File: config.mk
export PLATFORM = sky130hd
export DESIGN_NAME = dsbpwm_top
export DESIGN_NICKNAME = d
export VERILOG_FILES = /design/src/dsbpwm_top.v
export VERILOG_INCLUDE_DIRS = /design/src
export SDC_FILE = /design/constraint.sdc
export NUM_CORES = 1
export LEC_CHECK = 0
export ABC_AREA = 1
export BUFFER_PORTS_ARGS = -buffer_cell sky130_fd_sc_hd__clkbuf_2
export CORE_MARGIN = 2
export CORE_UTILIZATION = 56
export CTS_CLUSTER_DIAMETER = 40
export CTS_CLUSTER_SIZE = 40
export DETAILED_ROUTE_END_ITERATION = 10
export GPL_ROUTABILITY_DRIVEN = 0
export HOLD_SLACK_MARGIN = 0.02
export PLACE_DENSITY = 0.85
export SLEW_MARGIN = 5
export SYNTH_ARGS = -nofsm -noshare
export SYNTH_HDL_FRONTEND = slang
export SYNTH_SLANG_ARGS = --single-unit
File: constraint.sdc
create_clock -name aclk -period 2.41 [get_ports aclk]
set_input_delay 0.482 -clock aclk [delete_from_list [all_inputs] [get_ports aclk]]
set_output_delay 0.482 -clock aclk [all_outputs]
set_load 0.01 [all_outputs]
File: src/dsbpwm_map.vh
// Purpose: Register map, field positions, reset values and divider counts
//          for the dual six-bit pulse width modulator.
// Assumes: Included by the block's single design file.
// Notes:   Definitions only.
`ifndef DSBPWM_MAP_VH
`define DSBPWM_MAP_VH

// ==========================================================
// Register byte addresses
`define DSBPWM_ADDR_W 8
`define DSBPWM_OFF_CTRL_A 8'h00
`define DSBPWM_OFF_CTRL_B 8'h04
`define DSBPWM_OFF_DUTY_A 8'h08
`define DSBPWM_OFF_DUTY_B 8'h0C
`define DSBPWM_OFF_STATUS 8'h10

// ==========================================================
// Register decode codes
`define DSBPWM_SEL_NONE 3'h0
`define DSBPWM_SEL_CTRL_A 3'h1
`define DSBPWM_SEL_CTRL_B 3'h2
`define DSBPWM_SEL_DUTY_A 3'h3
`define DSBPWM_SEL_DUTY_B 3'h4
`define DSBPWM_SEL_STATUS 3'h5

// ==========================================================
// Rate control fields
`define DSBPWM_COARSE_LSB 0
`define DSBPWM_COARSE_MSB 1
`define DSBPWM_FINE_LSB 2
`define DSBPWM_FINE_MSB 5
`define DSBPWM_CTRL_MASK 8'h3F
`define DSBPWM_CTRL_RESET 8'h00

// ==========================================================
// Duty fields
`define DSBPWM_DUTY_LSB 0
`define DSBPWM_DUTY_MSB 5
`define DSBPWM_POL_BIT 7
`define DSBPWM_DUTY_MASK 8'hBF

// ==========================================================
// Coarse divide terminal counts (divide minus one)
`define DSBPWM_COARSE_OFF 2'h0
`define DSBPWM_COARSE_DIV1 2'h1
`define DSBPWM_COARSE_DIV8 2'h2
`define DSBPWM_COARSE_DIV16 2'h3
`define DSBPWM_LIM_DIV1 4'h0
`define DSBPWM_LIM_DIV8 4'h7
`define DSBPWM_LIM_DIV16 4'hF
`define DSBPWM_CNT_LAST 6'h3F

// ==========================================================
// AXI responses
`define DSBPWM_RESP_OKAY 2'h0
`define DSBPWM_RESP_SLVERR 2'h2

`endif

File: src/dsbpwm_top.v
// Purpose: Two six-bit pulse width modulator channels behind an AXI4-Lite
//          register slave.
// Assumes: aclk is the internal bus clock; stop_mode is asynchronous.
// Notes:   Duty and polarity bits have no reset on purpose.
//
// Summary of operation
// - Two channels, six-bit counter wrapping at 64
// - Prescalers run from the bus clock
// - Coarse field: off, divide 1, 8, 16
// - Fine field divides by value plus one
// - Period equals 64 scaled counter clocks
// - Duty zero, polarity low: output high
// - Polarity one active high, zero active low
// - Enabled: duty loads at period end
// - Disabled: duty write loads immediately
// - Control writes act immediately
// - Duty read returns active value
// - Coarse zero stops prescaler and counter
// - Channel owns pin while coarse nonzero
// - Channel B identical to A
// - Reset clears coarse, outputs low, keeps duty
// - Stop mode freezes waveform where it stands
// - Wait mode changes nothing

`timescale 1ns/100ps
`include "dsbpwm_map.vh"

module dsbpwm_top (
   input wire aclk,
   input wire aresetn,
   input wire [7:0] s_axi_awaddr,
   input wire [2:0] s_axi_awprot,
   input wire s_axi_awvalid,
   output wire s_axi_awready,
   input wire [31:0] s_axi_wdata,
   input wire [3:0] s_axi_wstrb,
   input wire s_axi_wvalid,
   output wire s_axi_wready,
   output wire [1:0] s_axi_bresp,
   output wire s_axi_bvalid,
   input wire s_axi_bready,
   input wire [7:0] s_axi_araddr,
   input wire [2:0] s_axi_arprot,
   input wire s_axi_arvalid,
   output wire s_axi_arready,
   output wire [31:0] s_axi_rdata,
   output wire [1:0] s_axi_rresp,
   output wire s_axi_rvalid,
   input wire s_axi_rready,
   input wire stop_mode,
   input wire port_a_data,
   input wire port_b_data,
   output wire chan_a_pin,
   output wire chan_b_pin,
   output wire chan_a_pin_own,
   output wire chan_b_pin_own
);

   // ==========================================================
   // Decode shared by the read and write paths
   function [2:0] dsbpwm_decode;
      input [7:0] addr;
      begin
         if (addr == `DSBPWM_OFF_CTRL_A) begin
            dsbpwm_decode = `DSBPWM_SEL_CTRL_A;
         end else if (addr == `DSBPWM_OFF_CTRL_B) begin
            dsbpwm_decode = `DSBPWM_SEL_CTRL_B;
         end else if (addr == `DSBPWM_OFF_DUTY_A) begin
            dsbpwm_decode = `DSBPWM_SEL_DUTY_A;
         end else if (addr == `DSBPWM_OFF_DUTY_B) begin
            dsbpwm_decode = `DSBPWM_SEL_DUTY_B;
         end else if (addr == `DSBPWM_OFF_STATUS) begin
            dsbpwm_decode = `DSBPWM_SEL_STATUS;
         end else begin
            dsbpwm_decode = `DSBPWM_SEL_NONE;
         end
      end
   endfunction

   // Coarse terminal count; divide by 1, 8 or 16
   function [3:0] dsbpwm_coarse_lim;
      input [1:0] sel;
      begin
         case (sel)
            `DSBPWM_COARSE_DIV1: dsbpwm_coarse_lim = `DSBPWM_LIM_DIV1;
            `DSBPWM_COARSE_DIV8: dsbpwm_coarse_lim = `DSBPWM_LIM_DIV8;
            default: dsbpwm_coarse_lim = `DSBPWM_LIM_DIV16;
         endcase
      end
   endfunction

   // Limit reached; greater-or-equal so a smaller limit written mid-count
   // acts at once instead of letting the count run up to wraparound
   function dsbpwm_reached;
      input [3:0] count;
      input [3:0] limit;
      begin
         dsbpwm_reached = (count >= limit);
      end
   endfunction

   // ==========================================================
   // Stop mode synchroniser
   reg stop_meta;
   reg stop_sync;

   always @(posedge aclk) begin
      if (!aresetn) begin
         stop_meta <= 1'b0;
         stop_sync <= 1'b0;
      end else begin
         stop_meta <= stop_mode;
         stop_sync <= stop_meta;
      end
   end

   // ==========================================================
   // AXI4-Lite write path
   reg awready;
   reg wready;
   reg bvalid;
   reg [1:0] bresp;
   reg aw_held;
   reg w_held;
   reg [7:0] aw_addr;
   reg [7:0] w_data;
   reg w_lane0;
   wire do_write;
   wire [2:0] wr_sel;
   wire [1:0] wr_ctrl;
   wire [1:0] wr_duty;

   // A write completes once address and data are both captured
   assign do_write = aw_held && w_held && !bvalid;
   assign wr_sel = dsbpwm_decode(aw_addr);
   assign wr_ctrl[0] = do_write && w_lane0 && (wr_sel == `DSBPWM_SEL_CTRL_A);
   assign wr_ctrl[1] = do_write && w_lane0 && (wr_sel == `DSBPWM_SEL_CTRL_B);
   assign wr_duty[0] = do_write && w_lane0 && (wr_sel == `DSBPWM_SEL_DUTY_A);
   assign wr_duty[1] = do_write && w_lane0 && (wr_sel == `DSBPWM_SEL_DUTY_B);

   always @(posedge aclk) begin
      if (!aresetn) begin
         awready <= 1'b0;
         wready <= 1'b0;
         bvalid <= 1'b0;
         bresp <= `DSBPWM_RESP_OKAY;
         aw_held <= 1'b0;
         w_held <= 1'b0;
         aw_addr <= 8'h00;
         w_data <= 8'h00;
         w_lane0 <= 1'b0;
      end else begin
         // Ready is offered every other idle cycle; the master holds valid meanwhile
         awready <= !aw_held && !awready && !bvalid;
         wready <= !w_held && !wready && !bvalid;
         if (s_axi_awvalid && awready) begin
            aw_held <= 1'b1;
            aw_addr <= {s_axi_awaddr[7:2], 2'b00};
            awready <= 1'b0;
         end
         if (s_axi_wvalid && wready) begin
            w_held <= 1'b1;
            w_data <= s_axi_wdata[7:0];
            w_lane0 <= s_axi_wstrb[0];
            wready <= 1'b0;
         end
         if (do_write) begin
            aw_held <= 1'b0;
            w_held <= 1'b0;
            bvalid <= 1'b1;
            if ((wr_sel == `DSBPWM_SEL_NONE) || (wr_sel == `DSBPWM_SEL_STATUS)) begin
               bresp <= `DSBPWM_RESP_SLVERR;
            end else begin
               bresp <= `DSBPWM_RESP_OKAY;
            end
         end else if (bvalid && s_axi_bready) begin
            bvalid <= 1'b0;
         end
      end
   end

   // ==========================================================
   // Channels
   wire [15:0] ctrl_flat;
   wire [15:0] duty_flat;
   wire [11:0] cnt_flat;
   wire [1:0] pend_flat;
   wire [1:0] pin_flat;
   wire [1:0] own_flat;
   wire [1:0] port_data;

   assign port_data = {port_b_data, port_a_data};

   genvar ch;
   generate
      for (ch = 0; ch < 2; ch = ch + 1) begin : g_chan
         reg [7:0] ctrl;
         reg [7:0] duty_buf;
         reg [7:0] duty_act;
         reg pend;
         reg [3:0] coarse_cnt;
         reg [3:0] fine_cnt;
         reg [5:0] cnt;
         reg pin;
         reg own;
         wire [1:0] coarse;
         wire [3:0] fine;
         wire enabled;
         wire run;
         wire coarse_tick;
         wire cnt_tick;
         wire period_end;
         wire active;
         wire wave;

         // ==========================================================
         // Rate decode and tick generation
         assign coarse = ctrl[`DSBPWM_COARSE_MSB:`DSBPWM_COARSE_LSB];
         assign fine = ctrl[`DSBPWM_FINE_MSB:`DSBPWM_FINE_LSB];
         assign enabled = (coarse != `DSBPWM_COARSE_OFF);
         // No separate wait input: the channel runs the same in wait mode
         assign run = enabled && !stop_sync;
         assign coarse_tick = run &&
                              dsbpwm_reached(coarse_cnt, dsbpwm_coarse_lim(coarse));
         assign cnt_tick = coarse_tick && dsbpwm_reached(fine_cnt, fine);
         assign period_end = cnt_tick && (cnt == `DSBPWM_CNT_LAST);
         assign active = (cnt < duty_act[`DSBPWM_DUTY_MSB:`DSBPWM_DUTY_LSB]);
         // Polarity low with duty zero leaves the line high
         assign wave = duty_act[`DSBPWM_POL_BIT] ? active : !active;

         // ==========================================================
         // Rate control register
         // Control takes effect on the next clock, even mid-period
         always @(posedge aclk) begin
            if (!aresetn) begin
               ctrl <= `DSBPWM_CTRL_RESET;
            end else if (wr_ctrl[ch]) begin
               ctrl <= w_data & `DSBPWM_CTRL_MASK;
            end
         end

         // ==========================================================
         // Duty registers
         // Duty holds its contents through reset, so it has no reset term
         always @(posedge aclk) begin
            if (wr_duty[ch]) begin
               duty_buf <= w_data & `DSBPWM_DUTY_MASK;
            end
            if (wr_duty[ch] && !enabled) begin
               duty_act <= w_data & `DSBPWM_DUTY_MASK;
            end else if (period_end && pend) begin
               duty_act <= duty_buf;
            end
         end

         always @(posedge aclk) begin
            if (!aresetn) begin
               pend <= 1'b0;
            end else if (wr_duty[ch]) begin
               pend <= enabled;
            end else if (period_end || !enabled) begin
               pend <= 1'b0;
            end
         end

         // ==========================================================
         // Prescaler and counter
         // Counters hold at zero while off so nothing toggles
         always @(posedge aclk) begin
            if (!aresetn || !enabled) begin
               coarse_cnt <= 4'h0;
               fine_cnt <= 4'h0;
               cnt <= 6'h00;
            end else if (run) begin
               if (coarse_tick) begin
                  coarse_cnt <= 4'h0;
                  if (cnt_tick) begin
                     fine_cnt <= 4'h0;
                     cnt <= cnt + 6'h01;
                  end else begin
                     fine_cnt <= fine_cnt + 4'h1;
                  end
               end else begin
                  coarse_cnt <= coarse_cnt + 4'h1;
               end
            end
         end

         // ==========================================================
         // Pin drive
         // Pin mux; in stop mode the counter freezes, so the level holds
         always @(posedge aclk) begin
            if (!aresetn) begin
               pin <= 1'b0;
               own <= 1'b0;
            end else begin
               own <= enabled;
               pin <= enabled ? wave : port_data[ch];
            end
         end

         assign ctrl_flat[ch*8 +: 8] = ctrl;
         assign duty_flat[ch*8 +: 8] = duty_act;
         assign cnt_flat[ch*6 +: 6] = cnt;
         assign pend_flat[ch] = pend;
         assign pin_flat[ch] = pin;
         assign own_flat[ch] = own;
      end
   endgenerate

   assign chan_a_pin = pin_flat[0];
   assign chan_b_pin = pin_flat[1];
   assign chan_a_pin_own = own_flat[0];
   assign chan_b_pin_own = own_flat[1];

   // ==========================================================
   // AXI4-Lite read path
   reg arready;
   reg rvalid;
   reg [31:0] rdata;
   reg [1:0] rresp;
   reg [31:0] next_rdata;
   reg [1:0] next_rresp;

   // Duty is undefined until first written; software loads it before enabling
   always @* begin
      next_rdata = 32'h00000000;
      next_rresp = `DSBPWM_RESP_OKAY;
      case (dsbpwm_decode({s_axi_araddr[7:2], 2'b00}))
         `DSBPWM_SEL_CTRL_A: next_rdata[7:0] = ctrl_flat[7:0];
         `DSBPWM_SEL_CTRL_B: next_rdata[7:0] = ctrl_flat[15:8];
         `DSBPWM_SEL_DUTY_A: next_rdata[7:0] = duty_flat[7:0];
         `DSBPWM_SEL_DUTY_B: next_rdata[7:0] = duty_flat[15:8];
         `DSBPWM_SEL_STATUS: next_rdata[15:0] = {pend_flat, cnt_flat[11:6], 2'b00,
                                                 cnt_flat[5:0]};
         default: next_rresp = `DSBPWM_RESP_SLVERR;
      endcase
   end

   always @(posedge aclk) begin
      if (!aresetn) begin
         arready <= 1'b0;
         rvalid <= 1'b0;
         rdata <= 32'h00000000;
         rresp <= `DSBPWM_RESP_OKAY;
      end else begin
         // One read at a time: no new address while the answer stands
         arready <= !rvalid && !arready;
         if (s_axi_arvalid && arready) begin
            arready <= 1'b0;
            rvalid <= 1'b1;
            rdata <= next_rdata;
            rresp <= next_rresp;
         end else if (rvalid && s_axi_rready) begin
            rvalid <= 1'b0;
         end
      end
   end

   assign s_axi_awready = awready;
   assign s_axi_wready = wready;
   assign s_axi_bvalid = bvalid;
   assign s_axi_bresp = bresp;
   assign s_axi_arready = arready;
   assign s_axi_rvalid = rvalid;
   assign s_axi_rdata = rdata;
   assign s_axi_rresp = rresp;

endmodule // dsbpwm_top

==> impl_metrics.tcl <==
set metrics [dict create \
    status "finished clean" \
    cts_root_buf "clkbuf_8" \
    grt_pass1_wl_um 21400 \
    fp.dieH_um 106 \
    die_area_um2 11200 \
    syn2layout_area_growth_pct 15.8 \
    max_stage_delay_ns 0.42 \
    synth_cells 693 \
    clk-insertion-delay-late_ns 0.53 \
    antenna_found_initial 0 \
    whs_ns 0.142 \
    p_per_area_nw_per_um2 691 \
    ant_nets 0 \
    n_fill_cell 799 \
    slew_viol_final 0 \
    synth_top_area_share_pct 29.8 \
    numClockSinks 114 \
    synth_area_per_cell_um2 8.35 \
    cts_setup_buffers 0 \
    grt-ovfl-total 0 \
    cts_hold_buf 0 \
    finalPower_mw 4.63 \
    skew_ns 0.00582 \
    ys_ff_latch 114 \
    max_freq_mhz 441 \
    place_hpwl_um 9600 \
    synthTopCellsByArea "dfxtp_1 (30%), edfxtp_1 (15%), nand2_1 (8.5%)" \
    grt_max_degree 27 \
    period_share_pct 94.1 \
    setup_viol 0 \
    antenna_cells 0 \
    leakage_nw 2.78 \
    endpoint_kind "flip-flop" \
    ys_warn_count 0 \
    cts.reportedPaths.clkPinSlew_ns 0.06 \
    clock_path_buffers 2 \
    netlist_area_um2 5790 \
    peakVddDrop_uv 505 \
    synth.distinct_cells 43 \
    max-cap-violations 0 \
    hold_violations 0 \
    core-area_um2 10200 \
    num_vias 4980 \
    ys_seq_area_share_pct 44.3 \
    crit_required_ns 2.64 \
    ios 113 \
    start_kind "flip-flop" \
    die_width_um 106 \
    via_per_inst 5.48 \
    drtIter0Drc 325 \
    criticalPathCategory "flip-flop to flip-flop" \
    crit_fanout 7 \
    cp_cell_sequence "inv_1 -> ha_1 -> ha_1 -> nand2_1 -> inv_1 -> nand2_1 -> nand3_2 -> nand3_4 -> nor2_2 -> nand4_1 -> nand2_2" \
    io_buffers 55 \
    grtUsageTotal_pct 24.4 \
    yosys.area.top_type "dfxtp_1" \
    first_global_vias 4663 \
    drive_gt1_share_pct 21.0 \
    fin_nets 864 \
    tritoncts "built" \
    numCtsBuffers 17 \
    drcViolationCount 0 \
    cp.arrival_ns 2.50 \
    hp-class "input pin to flip-flop" \
    rows 37 \
    drt_wl_total_um 13300 \
    wl_per_cell_um 14.6 \
    ctsHtreeMaxLevel 4 \
    fin_crit_ns 2.27 \
    drtPass1Iterations 5 \
    start_util_pct 56.8 \
    slowest_stage "dfxtp_1" \
]
==> cells in the final DEF (no fill, tap or decap), types with 6 or more instances in the layout <==
| cell type | netlist | final |
|---|---|---|
| ha_1 | 36 | 36 |
| nand3_1 | 33 | 33 |
| dfxtp_1 | 86 | 86 |
| o21ai_2 | 14 | 14 |
| o21ai_0 | 25 | 25 |
| nor2_2 | 11 | 11 |
| nand4_1 | 24 | 24 |
| o21ai_1 | 20 | 20 |
| clkbuf_16 | 0 | 16 |
| clkbuf_2 | 0 | 55 |
| xor2_1 | 7 | 7 |
| nor2_1 | 33 | 33 |
| edfxtp_1 | 28 | 28 |
| inv_1 | 76 | 76 |
| a21oi_1 | 71 | 71 |
| nand2_1 | 131 | 130 |
| buf_4 | 19 | 6 |
| nand2_2 | 8 | 9 |
| conb_1 | 1 | 19 |
| inv_2 | 14 | 14 |
| nor3_1 | 8 | 8 |
==> registers in the layout, summed over array words and instances (netlist names), 6 cells and up <==
| register | cells |
|---|---|
| s_axi_rdata | 15 |
| g_chan.duty_buf | 14 |
| g_chan.cnt | 12 |
| g_chan.ctrl | 12 |
| g_chan.fine_cnt | 8 |
| w_data | 7 |
| g_chan.coarse_cnt | 8 |
| aw_addr | 6 |
| g_chan.duty_act | 14 |
==> layout make-up <==
| cell class | count | area, um^2 | share of cell area (%) |
|---|---|---|---|
| clock inverters | 15 | 161 | 2.41 |
| well taps | 136 | 170 | 2.54 |
| clock buffers | 17 | 414 | 6.18 |
| inverters | 92 | 350 | 5.23 |
| flip-flops and latches | 114 | 2560 | 38.2 |
| repair buffers | 61 | 320 | 4.78 |
| multi-input cells | 474 | 2730 | 40.6 |
==> worst max-delay path, delay by kind of cell (launching register included) <==
| kind | cells | cell delay [ns] |
|---|---|---|
| adder cells (fa/ha/maj) | 2 | 0.60 |
| buffers and inverters | 2 | 0.12 |
| flip-flops | 1 | 0.42 |
| AND/OR/NAND/NOR | 7 | 0.82 |
==> through the flow <==
stage	worst slack [ns]	std cells	instance area [um^2]	TNS, ns	utilization (%)
floorplan	0.281	711	5850	0	-
global placement	0.227	877	6130	0	60.1
detailed placement	0.126	877	6130	0	60.1
CTS	0.0953	909	6700	0	65.8
global route	-0.00303	909	6700	-0.0124	65.8
finish	0.142	909	6700	0	65.8
==> Yosys cell counts, drive strengths merged <==
| cell type | n |
|---|---|
| nand3 | 37 |
| nand4 | 25 |
| nor2 | 51 |
| nand2 | 141 |
| a21boi | 2 |
| xor2 | 7 |
| xnor2 | 1 |
| nand3b | 1 |
| buf | 24 |
| and3 | 2 |
| clkinv | 1 |
| a21oi | 71 |
| ha | 36 |
| nor3 | 11 |
| a31o | 1 |
| conb | 1 |
| o21a | 2 |
| o22ai | 1 |
| inv | 91 |
| clkbuf | 7 |
| edfxtp | 28 |
| a31oi | 3 |
| dfxtp | 86 |
| o21ai | 59 |
| nor4 | 4 |
==> power by group <==
part           total [mW]  internal, mW  switching, mW
sequential           2.03          2.00         0.0354
clock                2.39          1.47          0.913
combinational       0.210        0.0685          0.142
==> kinds of logic (layout without fill, tap and decap cells) <==
kind of cell | Yosys count | after routing | synth area share (%)
AOI/OAI and AO/OA | 139 | 139 | 13.3
xor gates and xnor gates | 8 | 8 | 1.21
adders and majority gates | 36 | 36 | 7.78
buffers and inverters | 123 | 185 | 9.84
DFF | 114 | 114 | 44.3
other | 1 | 19 | 0.0648
and+or+nand+nor | 272 | 272 | 23.6
==> timing repair <==
item | in CTS | in global routing
resized for setup | 0 | 1
endpoints found under the setup margin | 0 | 7
hold endpoints to repair | 0 | 0
==> path summary, 6_finish.rpt <==
check | startpoint | end | slack [ns] | cells after the start
setup / recovery | g_chan[0].ctrl[0] | g_chan[0].duty_act[0] | 0.14 | 11
hold / removal | stop_mode | stop_meta | 0.14 | 3
setup reg to reg | g_chan[0].ctrl[0] | g_chan[0].duty_act[0] | 0.14 | 11
hold reg to reg | stop_meta | stop_sync | 0.41 | 2
==> metal layers <==
metal  vias up  track usage (%)  part of all wire (%)
met4         0             9.68                   3.0
met1      2282             29.9                    41
li1       2434                -                     -
met3        44             6.06                   6.5
met2       220             41.3                    49
met5         -                0                     0
Note: power is estimated with default switching activity, not from simulation.
